==> src/rtl/sbau_pkg.sv <==
// shared widths, field positions, latencies and carrier types for the byte arithmetic unit
// assumes the issue pipeline presents one operation per cycle and takes results per latency
package sbau_pkg;

	// lane geometry
	localparam int SBAU_BYTE_W = 8; // one lane
	localparam int SBAU_LANES = 4; // lanes per word
	localparam int SBAU_WORD_W = 32; // general register width
	localparam int SBAU_BR_W = 4; // branch register width, one bit per lane
	localparam int SBAU_SUM2_W = 9; // two-way average sum
	localparam int SBAU_SUM4_W = 10; // four-way average sum
	localparam int SBAU_PROD_W = 16; // unsigned by signed byte product
	localparam int SBAU_PAIR_W = 17; // sum of two products
	localparam int SBAU_MAC_W = 18; // sum of four products
	localparam int SBAU_SAD_W = 10; // sum of four absolute differences

	// destination bit positions of the two four-way results
	localparam int SBAU_AVG4_LO_POS = 0; // lower half result
	localparam int SBAU_AVG4_HI_POS = 16; // upper half result

	// fixed latencies in cycles from issue
	localparam int SBAU_LAT_SHORT = 1; // lane ops and compares
	localparam int SBAU_LAT_MID = 2; // summed difference and four-way average
	localparam int SBAU_LAT_LONG = 3; // multiply add across

	// four-way rounding codes taken from the two low branch bits
	localparam logic [1:0] SBAU_ROUND_TOWARD_ZERO = 2'h0;
	localparam logic [1:0] SBAU_ROUND_NEAREST_TIES_DOWN = 2'h1;
	localparam logic [1:0] SBAU_ROUND_NEAREST_TIES_UP = 2'h2;
	localparam logic [1:0] SBAU_ROUND_TOWARD_POSITIVE = 2'h3;

	// operations accepted by the unit
	typedef enum logic [3:0] {
		SBAU_NOP,
		SBAU_LANE_ABS_DIFF,
		SBAU_LANE_ABS_DIFF_ALIAS,
		SBAU_SUMMED_ABS_DIFF,
		SBAU_TWO_WAY_AVERAGE,
		SBAU_FOUR_WAY_AVERAGE,
		SBAU_BYTE_EQUAL_COMPARE,
		SBAU_BYTE_UNSIGNED_GREATER_COMPARE,
		SBAU_MIXED_SIGN_MULTIPLY_ADD_ACROSS
	} sbau_op_t;

	// one issued operation
	typedef struct packed {
		logic valid; // operation present this cycle
		sbau_op_t op; // what to do
		logic to_br; // compare writes a branch register
		logic [SBAU_BR_W-1:0] branch_condition_operand; // rounding or unused
		logic [SBAU_WORD_W-1:0] src1; // first source
		logic [SBAU_WORD_W-1:0] src2; // second source
	} sbau_issue_t;

	// one result port of a latency group
	typedef struct packed {
		logic valid; // result present this cycle
		logic to_br; // take br, not data
		logic [SBAU_BR_W-1:0] br; // branch register result
		logic [SBAU_WORD_W-1:0] data; // general register result
	} sbau_res_t;

	// reset value of every result port
	localparam sbau_res_t SBAU_RES_RESET = '0;

endpackage : sbau_pkg

==> src/rtl/sbau_lane.sv <==
// one byte lane: absolute difference, two-way average, compares and mixed-sign product
// assumes the caller registers the outputs; purely combinational
`timescale 1ns/1ps
module sbau_lane import sbau_pkg::*; (
	input wire logic [SBAU_BYTE_W-1:0] a,
	input wire logic [SBAU_BYTE_W-1:0] b,
	input wire logic rnd_up,
	output logic [SBAU_BYTE_W-1:0] abs_diff,
	output logic [SBAU_BYTE_W-1:0] average,
	output logic equal,
	output logic greater,
	output logic signed [SBAU_PROD_W-1:0] product
);

	logic [SBAU_SUM2_W-1:0] sum2; // a plus b plus rounding
	logic signed [SBAU_BYTE_W:0] a_u; // a as non-negative signed
	logic signed [SBAU_BYTE_W-1:0] b_s; // b as signed

	// both bytes unsigned except b in the product
	assign greater = a > b;
	assign equal = a == b;
	assign abs_diff = greater ? a - b : b - a;

	// sum before halving keeps the carry
	assign sum2 = {1'b0, a} + {1'b0, b} + {{(SBAU_SUM2_W-1){1'b0}}, rnd_up};
	assign average = sum2[SBAU_SUM2_W-1:1];

	// unsigned by signed product fits 16 bits exactly
	assign a_u = {1'b0, a};
	assign b_s = b;
	// both factors widened first so the product keeps all sixteen bits
	assign product = SBAU_PROD_W'(a_u) * SBAU_PROD_W'(b_s);

endmodule : sbau_lane

==> src/rtl/sbau_round4.sv <==
// four-byte average with a two-bit rounding bias
// assumes the caller registers the result; purely combinational
`timescale 1ns/1ps
module sbau_round4 import sbau_pkg::*; (
	input wire logic [SBAU_BYTE_W-1:0] p0,
	input wire logic [SBAU_BYTE_W-1:0] p1,
	input wire logic [SBAU_BYTE_W-1:0] p2,
	input wire logic [SBAU_BYTE_W-1:0] p3,
	input wire logic [1:0] mode,
	output logic [SBAU_BYTE_W-1:0] average
);

	logic [SBAU_SUM4_W-1:0] sum4; // worst case 1023, no overflow

	// bias 0..3 picks zero, ties down, ties up or positive
	assign sum4 = SBAU_SUM4_W'(p0) + SBAU_SUM4_W'(p1) + SBAU_SUM4_W'(p2) + SBAU_SUM4_W'(p3)
		+ SBAU_SUM4_W'(mode);
	assign average = sum4[SBAU_SUM4_W-1:2];

endmodule : sbau_round4

==> src/rtl/sbau_top.sv <==
// packed byte arithmetic unit with three result ports, one per fixed latency
// assumes the issue pipeline takes each port's result the cycle it is valid
`timescale 1ns/1ps
module sbau_top import sbau_pkg::*; (
	input wire logic CLK,
	input wire logic RESETN,
	input wire sbau_issue_t ISSUE,
	output sbau_res_t RES_L1,
	output sbau_res_t RES_L2,
	output sbau_res_t RES_L3
);

	// operation decode
	wire logic is_abs; // lane difference, either name
	wire logic is_sad; // summed difference
	wire logic is_avg2; // two-way average
	wire logic is_avg4; // four-way average
	wire logic is_eq; // equality compare
	wire logic is_gt; // unsigned greater compare
	wire logic is_mac; // multiply add across
	wire logic is_cmp; // either compare

	assign is_abs = ISSUE.valid && (ISSUE.op == SBAU_LANE_ABS_DIFF || ISSUE.op == SBAU_LANE_ABS_DIFF_ALIAS);
	assign is_sad = ISSUE.valid && ISSUE.op == SBAU_SUMMED_ABS_DIFF;
	assign is_avg2 = ISSUE.valid && ISSUE.op == SBAU_TWO_WAY_AVERAGE;
	assign is_avg4 = ISSUE.valid && ISSUE.op == SBAU_FOUR_WAY_AVERAGE;
	assign is_eq = ISSUE.valid && ISSUE.op == SBAU_BYTE_EQUAL_COMPARE;
	assign is_gt = ISSUE.valid && ISSUE.op == SBAU_BYTE_UNSIGNED_GREATER_COMPARE;
	assign is_mac = ISSUE.valid && ISSUE.op == SBAU_MIXED_SIGN_MULTIPLY_ADD_ACROSS;
	assign is_cmp = is_eq || is_gt;

	// shared rounding controls, one value for the whole word
	wire logic rnd2_up; // two-way bias bit
	wire logic [1:0] rnd4_mode; // four-way bias
	assign rnd2_up = |ISSUE.branch_condition_operand;
	assign rnd4_mode = ISSUE.branch_condition_operand[1:0];

	// per-lane results
	logic [SBAU_LANES-1:0][SBAU_BYTE_W-1:0] absd; // absolute differences
	logic [SBAU_LANES-1:0][SBAU_BYTE_W-1:0] avg2; // two-way averages
	logic [SBAU_LANES-1:0] eq; // equal flags
	logic [SBAU_LANES-1:0] gt; // greater flags
	logic [SBAU_LANES-1:0][SBAU_PROD_W-1:0] prod; // signed products
	wire logic [SBAU_LANES-1:0] cmp_bits; // chosen compare flags
	logic [SBAU_WORD_W-1:0] cmp_gr; // compare flags laid out one per byte

	assign cmp_bits = is_eq ? eq : gt;

	// one lane slice per byte, same bias in each
	genvar gi;
	for (gi = 0; gi < SBAU_LANES; gi++) begin : g_lane
		logic signed [SBAU_PROD_W-1:0] lane_prod; // lane product
		sbau_lane u_lane (
			.a(ISSUE.src1[gi*SBAU_BYTE_W +: SBAU_BYTE_W]),
			.b(ISSUE.src2[gi*SBAU_BYTE_W +: SBAU_BYTE_W]),
			.rnd_up(rnd2_up),
			.abs_diff(absd[gi]),
			.average(avg2[gi]),
			.equal(eq[gi]),
			.greater(gt[gi]),
			.product(lane_prod)
		);
		assign prod[gi] = lane_prod;
		// truth in the byte LSB, upper seven bits cleared
		assign cmp_gr[gi*SBAU_BYTE_W +: SBAU_BYTE_W] = {7'h00, cmp_bits[gi]};
	end

	// short latency result
	sbau_res_t l1_nxt; // next short result
	sbau_res_t l1_r; // short result register
	wire logic [SBAU_WORD_W-1:0] l1_data; // general register word
	wire logic l1_to_br; // compare into branch register

	assign l1_to_br = is_cmp && ISSUE.to_br;
	assign l1_data = is_abs ? absd :
		is_avg2 ? avg2 :
		(is_cmp && !ISSUE.to_br) ? cmp_gr : '0;
	assign l1_nxt.valid = is_abs || is_avg2 || is_cmp;
	assign l1_nxt.to_br = l1_to_br;
	assign l1_nxt.br = l1_to_br ? cmp_bits : '0;
	assign l1_nxt.data = l1_data;

	// short stage register, one cycle from issue
	always_ff @(posedge CLK or negedge RESETN) begin
		if (!RESETN) begin
			l1_r <= SBAU_RES_RESET;
		end else begin
			l1_r <= l1_nxt;
		end
	end
	assign RES_L1 = l1_r;

	// four-way averages over the lower and upper halves
	logic [SBAU_BYTE_W-1:0] avg4_lo; // lower half average
	logic [SBAU_BYTE_W-1:0] avg4_hi; // upper half average

	sbau_round4 u_avg4_lo (
		.p0(ISSUE.src1[7:0]),
		.p1(ISSUE.src1[15:8]),
		.p2(ISSUE.src2[7:0]),
		.p3(ISSUE.src2[15:8]),
		.mode(rnd4_mode),
		.average(avg4_lo)
	);

	sbau_round4 u_avg4_hi (
		.p0(ISSUE.src1[23:16]),
		.p1(ISSUE.src1[31:24]),
		.p2(ISSUE.src2[23:16]),
		.p3(ISSUE.src2[31:24]),
		.mode(rnd4_mode),
		.average(avg4_hi)
	);

	// middle latency first stage
	logic s1_sad_r; // summed difference in flight
	logic s1_avg4_r; // four-way average in flight
	logic [SBAU_LANES-1:0][SBAU_BYTE_W-1:0] s1_absd_r; // differences awaiting sum
	logic [SBAU_BYTE_W-1:0] s1_lo_r; // lower average
	logic [SBAU_BYTE_W-1:0] s1_hi_r; // upper average

	// capture lane differences and four-way averages of the two-cycle operations
	always_ff @(posedge CLK or negedge RESETN) begin
		if (!RESETN) begin
			s1_sad_r <= 1'b0;
			s1_avg4_r <= 1'b0;
			s1_absd_r <= '0;
			s1_lo_r <= '0;
			s1_hi_r <= '0;
		end else begin
			s1_sad_r <= is_sad;
			s1_avg4_r <= is_avg4;
			s1_absd_r <= absd;
			s1_lo_r <= avg4_lo;
			s1_hi_r <= avg4_hi;
		end
	end

	// add the four differences in the second cycle
	wire logic [SBAU_SAD_W-1:0] sad_sum; // at most 1020
	assign sad_sum = SBAU_SAD_W'(s1_absd_r[0]) + SBAU_SAD_W'(s1_absd_r[1])
		+ SBAU_SAD_W'(s1_absd_r[2]) + SBAU_SAD_W'(s1_absd_r[3]);

	sbau_res_t l2_nxt; // next middle result
	sbau_res_t l2_r; // middle result register
	wire logic [SBAU_WORD_W-1:0] avg4_word; // both averages in even bytes

	assign avg4_word = (SBAU_WORD_W'(s1_hi_r) << SBAU_AVG4_HI_POS) | (SBAU_WORD_W'(s1_lo_r) << SBAU_AVG4_LO_POS);
	assign l2_nxt.valid = s1_sad_r || s1_avg4_r;
	assign l2_nxt.to_br = 1'b0;
	assign l2_nxt.br = '0;
	assign l2_nxt.data = s1_sad_r ? SBAU_WORD_W'(sad_sum) :
		s1_avg4_r ? avg4_word : '0;

	// middle stage register, two cycles from issue
	always_ff @(posedge CLK or negedge RESETN) begin
		if (!RESETN) begin
			l2_r <= SBAU_RES_RESET;
		end else begin
			l2_r <= l2_nxt;
		end
	end
	assign RES_L2 = l2_r;

	// long latency: products, pair sums, final sum
	logic m1_v_r; // products valid
	logic m2_v_r; // pair sums valid
	logic [SBAU_LANES-1:0][SBAU_PROD_W-1:0] m1_prod_r; // registered products
	logic signed [SBAU_PAIR_W-1:0] m2_lo_r; // lanes 0 and 1
	logic signed [SBAU_PAIR_W-1:0] m2_hi_r; // lanes 2 and 3
	wire logic signed [SBAU_PAIR_W-1:0] pair_lo; // next lower pair
	wire logic signed [SBAU_PAIR_W-1:0] pair_hi; // next upper pair
	wire logic signed [SBAU_MAC_W-1:0] mac_sum; // full sum

	assign pair_lo = SBAU_PAIR_W'($signed(m1_prod_r[0])) + SBAU_PAIR_W'($signed(m1_prod_r[1]));
	assign pair_hi = SBAU_PAIR_W'($signed(m1_prod_r[2])) + SBAU_PAIR_W'($signed(m1_prod_r[3]));
	assign mac_sum = SBAU_MAC_W'(m2_lo_r) + SBAU_MAC_W'(m2_hi_r);

	sbau_res_t l3_nxt; // next long result
	sbau_res_t l3_r; // long result register
	assign l3_nxt.valid = m2_v_r;
	assign l3_nxt.to_br = 1'b0;
	assign l3_nxt.br = '0;
	assign l3_nxt.data = m2_v_r ? SBAU_WORD_W'(mac_sum) : '0;

	// three-stage product pipeline
	always_ff @(posedge CLK or negedge RESETN) begin
		if (!RESETN) begin
			m1_v_r <= 1'b0;
			m2_v_r <= 1'b0;
			m1_prod_r <= '0;
			m2_lo_r <= '0;
			m2_hi_r <= '0;
			l3_r <= SBAU_RES_RESET;
		end else begin
			m1_v_r <= is_mac;
			m2_v_r <= m1_v_r;
			m1_prod_r <= prod;
			m2_lo_r <= pair_lo;
			m2_hi_r <= pair_hi;
			l3_r <= l3_nxt;
		end
	end
	assign RES_L3 = l3_r;

	// reference values seen only by the checks below
	logic signed [SBAU_MAC_W-1:0] ref_mac; // independent product sum
	logic [SBAU_SAD_W-1:0] ref_sad; // independent difference sum
	logic [SBAU_SUM4_W-1:0] ref_lo_sum; // lower four-byte sum
	logic [SBAU_SUM4_W-1:0] ref_hi_sum; // upper four-byte sum
	always_comb begin
		ref_mac = '0;
		ref_sad = '0;
		for (int k = 0; k < SBAU_LANES; k++) begin
			// factors widened before the multiply so no product bits are lost
			ref_mac = ref_mac + SBAU_MAC_W'($signed({1'b0, ISSUE.src1[k*8 +: 8]}))
				* SBAU_MAC_W'($signed(ISSUE.src2[k*8 +: 8]));
			// larger byte minus smaller, so the difference never wraps
			if (ISSUE.src1[k*8 +: 8] > ISSUE.src2[k*8 +: 8]) begin
				ref_sad = ref_sad + SBAU_SAD_W'(ISSUE.src1[k*8 +: 8]) - SBAU_SAD_W'(ISSUE.src2[k*8 +: 8]);
			end else begin
				ref_sad = ref_sad + SBAU_SAD_W'(ISSUE.src2[k*8 +: 8]) - SBAU_SAD_W'(ISSUE.src1[k*8 +: 8]);
			end
		end
	end
	assign ref_lo_sum = SBAU_SUM4_W'(ISSUE.src1[7:0]) + SBAU_SUM4_W'(ISSUE.src1[15:8])
		+ SBAU_SUM4_W'(ISSUE.src2[7:0]) + SBAU_SUM4_W'(ISSUE.src2[15:8]);
	assign ref_hi_sum = SBAU_SUM4_W'(ISSUE.src1[23:16]) + SBAU_SUM4_W'(ISSUE.src1[31:24])
		+ SBAU_SUM4_W'(ISSUE.src2[23:16]) + SBAU_SUM4_W'(ISSUE.src2[31:24]);
endmodule : sbau_top

==> config.mk <==
export PLATFORM = sky130hd
export DESIGN_NAME = sbau_top
export DESIGN_NICKNAME = d
export VERILOG_FILES = /design/src/rtl/sbau_pkg.sv /design/src/rtl/sbau_lane.sv /design/src/rtl/sbau_round4.sv /design/src/rtl/sbau_top.sv
export SDC_FILE = /design/constraint.sdc
export NUM_CORES = 1
export LEC_CHECK = 0
export BUFFER_PORTS_ARGS = -buffer_cell sky130_fd_sc_hd__buf_2
export CAP_MARGIN = 20
export CORE_UTILIZATION = 60
export DETAILED_ROUTE_END_ITERATION = 6
export HOLD_SLACK_MARGIN = 0.03
export PLACE_DENSITY_LB_ADDON = 0.3
export SYNTH_ARGS = -nofsm -noshare
export SYNTH_HDL_FRONTEND = slang
export SYNTH_HIERARCHICAL = 1
export SYNTH_SLANG_ARGS = --single-unit
==> constraint.sdc <==
create_clock -name CLK -period 3.9 [get_ports CLK]
set_clock_uncertainty 0.2 [all_clocks]
set_input_delay 0.195 -clock CLK [delete_from_list [all_inputs] [get_ports CLK]]
set_output_delay 0.195 -clock CLK [all_outputs]
set_load 0.005 [all_outputs]
After elaboration in Yosys (flattened, before gate mapping)
Index checks and enable logic that the tools add are counted.
Cells by class
  add/sub/neg operators: 30
  multiply operators: 4
  div/mod/pow operators: 0
  $lt $le $gt $ge: 4
  equality and inequality tests: 12
  shift-type cells: 0
  muxes and demuxes: 12
  bitwise gates (word level): 1
  reductions and logical operators: 16
Operators by type and width (count)
  $mux W32: 3
  $mul A9 B8 Y16: 4
  $sub A8 B8 Y8: 8
  $add A8 B8 Y9: 7
  $mux W24: 2
  $add A9 B1 Y9: 4
  $add A16 B16 Y17: 2
  $eq A8 B8 Y1: 4
  $gt A8 B8 Y1: 4
  $mux W8: 4
  $add A10 B8 Y10: 3
  $add A9 B8 Y10: 3
  $mux W25: 1
  $or A24 B8 Y24: 1
  $add A10 B2 Y10: 2
  $add A17 B17 Y18: 1
  $eq A4 B3 Y1 const B: 4
  $logic_and A1 B1 Y1: 9
  $eq A4 B2 Y1 const B: 2
  $mux W4: 2
  $logic_or A1 B1 Y1: 5
  $eq A4 B1 Y1 const B: 1
  $eq A4 B4 Y1 const B: 1
  $reduce_or A4 Y1: 1
  $logic_not A1 Y1: 1
Storage, ports and cells
  bits in registers: 246
  bits in latches: 0
  bits in writable memories: 0
  memory bits (read-only): 0
  input bits: 76
  output and inout bits: 114
  word-level logic and storage cells: 103
  memories kept: 0

Depth between registers and ports, before layout
  depth after elaboration: 7
  gate-level depth with buffers: 18
  mapped depth without buffers: 18

By module
The synthesis kept the hierarchy.
Modules (own cells, without submodules)
  sbau_top: times used 1, cells an instance 784, area each 9880.7 um2, seq. area each 5655.4 um2
  sbau_lane at g_lane[3].u_lane: times used 1, cells an instance 391, area each 3154.3 um2, seq. area each 0.0 um2
  sbau_lane at g_lane[2].u_lane: times used 1, cells an instance 390, area each 3143.0 um2, seq. area each 0.0 um2
  sbau_lane at g_lane[0].u_lane: times used 1, cells an instance 389, area each 3124.2 um2, seq. area each 0.0 um2
  sbau_lane at g_lane[1].u_lane: times used 1, cells an instance 390, area each 3094.2 um2, seq. area each 0.0 um2
  sbau_round4 at u_avg4_hi: times used 1, cells an instance 101, area each 815.8 um2, seq. area each 0.0 um2
  sbau_round4 at u_avg4_lo: times used 1, cells an instance 98, area each 804.5 um2, seq. area each 0.0 um2

Worst setup path after synthesis
No wires, ideal clock.
  path kind: input-to-reg
  start point: input port ISSUE[28] (netlist bit)
  end point: register m1_prod_r[62] (netlist bit)
  setup time: 124 ps
  arrival time: 3793 ps
  data required time: 3576 ps
  setup slack: -217 ps
  stages on the path: 16
  buffers on the path: 0
  path through: inv_1 nor2_1 fa_1 inv_1 fa_1 inv_1 fa_1 inv_1 fa_1 inv_1 ha_1 o21a_1 o31a_1 o21ai_1 a211oi_1 a211o_1
Between the ends
  cells in the longest elaborated chain, start to end: 1
RTL lines
  start, declared: RTL line sbau_top.sv:7  | input wire sbau_issue_t ISSUE,
  $mul A9 B8 Y16: RTL line sbau_lane.sv:32  | assign product = SBAU_PROD_W'(a_u) * SBAU_PROD_W'(b_s);
  net g_lane[3].lane_prod[14]: RTL line sbau_top.sv:52  | logic signed [SBAU_PROD_W-1:0] lane_prod;
  end signal, assigned: RTL line sbau_top.sv:198  | m1_prod_r <= prod;
  end, declared: RTL line sbau_top.sv:168  | logic [SBAU_LANES-1:0][SBAU_PROD_W-1:0] m1_prod_r;
The timed path passes the listed nets, and every way through them passes these cells.

Final worst setup path
  start point: input port ISSUE[60] (netlist bit)
  end point: register m1_prod_r[62] (netlist bit)
The elaborated chain is that of the path after synthesis.

==> metrics.md <==
| Metric | Value |
|---|---|
| Status | complete, no violations |
| Reg-to-reg slack, setup | 350 ps |
| Most used DFF post-synth | dfrtp_1 |
| Layout cells sized above 1 | 0.198 |
| Worst skew pair latency | about 560 ps |
| Min-delay src | ISSUE[16] |
| Post-route ant nets | 0 |
| Crit-path cells | buf_2 > ha_4 > inv_1 > fa_1 > inv_1 > fa_1 > fa_1 > inv_1 > fa_1 > inv_1 > ha_4 > o21a_1 > o31a_1 > o21ai_2 > a21o_1 > a211o_1 |
| FF-to-FF End | RES_L2[7] |
| CP max stage delay | around 550 ps |
| R2R depth | 12 |
| Most instantiated library cell after synthesis | inv_1 |
| Layout Cells excl Fill | between 3000 and 4000 |
| DR DRC count | 0 |
| Post-synth EDFFs | 0 |
| Worst EP arrival | ~4000 ps |
| Crit share post-route | 0.966 |
| Worst Tran Pin Value | 1120 ps |
| Post-Place Cells | around 3500 |
| Initial antenna violation count | 4 |
| Drt first pass iters | 5 |
| Peak VDD IR | a little over 1000 µV |
| Avg Vias per Cell | 5.50 |
| Syn-to-layout area delta | 18.6% |
| Seq/Total Area, Yosys | 0.235 |
| Fill cell count | roughly 3000 |
| Asr flop ratio synth | 1.00 |
| Yosys cell types | 93 |
| Io pins | between 150 and 200 |
| Fmax | ~0.27 GHz |
| Yosys warns | 6 |
| Routed length per instance | around 19 µm |
| Clk slew on worst S/H paths | about 60 ps |
| Critical path type | in2reg |
| RSZ-0062 raised after global routing | false |
| Clock root buffer | clkbuf_16 |
| Commonest cells post-synth | inv_1 (490), ha_1 (332), dfrtp_1 (226), nor2_1 (212), fa_1 (211) |
| Final setup fails | 0 |
| Static leakage | 15.6 nW |
| Vias in the first global route | approximately 20000 |
| Mapped Area | 24000 µm² |
| IO Port Bufs | between 150 and 200 |
| Routed WL | about 67000 µm |
| Die footprint | roughly 41000 µm² |
| CP Max Fanout | 6 |
| 1st-iter DRT viols | 1065 |
| Syn_area_per_cell | about 9.4 µm² |
| Slew Limit Fails | 0 |
| Die Ht | 202 µm |
| Detail Placement HPWL | approximately 55000 µm |
| Tmin final | around 3800 ps |
| Gr ovfl total | 0 |
| Core Area | between 30000 and 40000 µm² |
| Slew headroom | 0.249 |
| H-tree levels | 1 |
| Final GP Congestion | 0.980 |
| Pwr per Cell Area | roughly 600 nW/µm² |
| Top cell type's share of synthesized area | 0.235 |
| Element type at the critical path start | input port |
| First-pass GRT wire length | ~110000 µm |
| Min Hold Slack | roughly 63 ps |
| Critical Path RT | roughly 4100 ps |
| Post-synth top area cell | dfrtp_1 |
| Critical path endpoint category | flip-flop |
| Synth top area cells | dfrtp_1 (24%), fa_1 (18%), ha_1 (17%), inv_1 (7.7%), nor2_1 (3.3%) |
| Worst R2R Start | s1_absd_r[1] |
| Nets | between 3000 and 4000 |
| Hold WC Path Type | in2reg |
| Final setup TNS | 0 ps |
| Clk buf depth | 3 |
| Vias | around 19000 |
| Clock net sink count | 226 |
| Num CTS Buffers | 26 |
| Post-Syn Instances | 2543 |
| Worst hold endpoint | s1_absd_r[16] |
| Slowest CP cell | fa_1 |
| FF+latch count, synth | 226 |
| Largest net degree at the start of global routing | 118 |
| CTS tree | done |
| Final hold violation count | 0 |
| Std-Cell Rows | between 70 and 80 |
| Hold depth | 4 |
| Die width | 202 µm |
| Max_cap viols | 0 |
| Starting Density | 0.614 |
| GR Util All Layers | 0.333 |
[flip-flops by register name, indices dropped and copies added, names as in the netlist]
| register | cells |
|---|---|
| m2_hi_r | 17 |
| m2_lo_r | 17 |
| s1_sad_r | 1 |
| s1_lo_r | 8 |
| s1_absd_r | 32 |
| RES_L3 | 19 |
| s1_hi_r | 8 |
| s1_avg4_r | 1 |
| m1_prod_r | 64 |
| m1_v_r | 1 |
| RES_L2 | 19 |
| RES_L1 | 38 |
| m2_v_r | 1 |
[cell type report]
| cell class | count | area (µm²) | share of cell area |
|---|---|---|---|
| multi-input combinational | 1761 | 16200 | 0.569 |
| sequential | 226 | 5660 | 0.199 |
| timing repair buffer | 468 | 3170 | 0.111 |
| inverter | 495 | 1870 | 0.0658 |
| clock buffer | 36 | 749 | 0.0263 |
| tap | 518 | 648 | 0.0228 |
| clock inverter | 11 | 161 | 0.00567 |
| antenna | 1 | 2.50 | 0.0000879 |
[cells in the final DEF (no fill, tap or decap), types with 17 or more instances in the layout]
cell type / instances
xor2_1: 59
nor3_1: 17
buf_4: 286
a31oi_1: 24
xnor2_1: 77
a21o_1: 67
conb_1: 24
and2_1: 17
fa_1: 211
nand3_1: 28
ha_1: 320
nor2_1: 211
o21bai_1: 26
a211oi_1: 22
nor2b_1: 21
inv_1: 471
o21ai_0: 54
clkbuf_16: 27
dfrtp_1: 226
a21oi_1: 102
a22o_1: 37
nand2_1: 144
buf_2: 164
mux2i_1: 40
[worst max-delay path by stage]
stage | startpoint | to | cells after the start
finish | ISSUE[60] | m1_prod_r[62] | 16
detailed placement | ISSUE[60] | m1_prod_r[61] | 16
floorplan | ISSUE[60] | m1_prod_r[62] | 15
CTS | ISSUE[60] | m1_prod_r[61] | 16
global route | ISSUE[60] | m1_prod_r[61] | 16
global placement | ISSUE[60] | m1_prod_r[61] | 16
[power breakdown]
part / switching, W / internal, W
Sequential: 0.000289 / 0.00308
Clock: 0.00101 / 0.00155
Combinational: 0.00622 / 0.00496
[worst max-delay path: cells and delay by family]
kind / cells / cell delay (ps)
adder cells (fa/ha/maj): 6 / 2550
AO/OA/AOI/OAI: 5 / 820
buffers and inverters: 5 / 430
[per-stage QoR]
step | cell area (µm²) | total power (W) | utilization | worst slack (ps)
5_1_grt | 28500 | 0.0185 | 0.728 | 5.13
2_1_floorplan | 24300 | 0.0111 | - | -22.2
3_3_place_gp | 27400 | 0.0139 | 0.700 | -345
3_5_place_dp | 27400 | 0.0143 | 0.701 | -426
4_1_cts | 28400 | 0.0170 | 0.728 | 74.8
6_report | 28500 | 0.0171 | 0.728 | 131
[what timing repair did]
action | CTS | global route
endpoints found under the hold margin | 134 | 0
setup endpoints to repair | 0 | 5
gates resized for setup | 0 | 9
hold buffers | 14 | 0
setup buffers | 0 | 0
[logic make-up (layout without fill, tap and decap cells)]
kind of cell | Yosys count | after routing | synth area share
buf+inv | 579 | 1010 | 0.101
simple gates | 555 | 555 | 0.109
fa+ha+maj | 543 | 543 | 0.349
compound gates | 461 | 461 | 0.138
flops | 226 | 226 | 0.235
xor+xnor | 136 | 136 | 0.0496
mux | 42 | 42 | 0.0176
other cells | 1 | 25 | 0.000156
[metal layers]
layer	track usage	routed length [µm]	share of wire
met1	0.473	30400	0.46
met2	0.537	30600	0.46
met5	0	40	0.00060
met3	0.0476	4220	0.063
met4	0.0850	1550	0.023
Note: power is estimated with default switching activity, not from simulation.
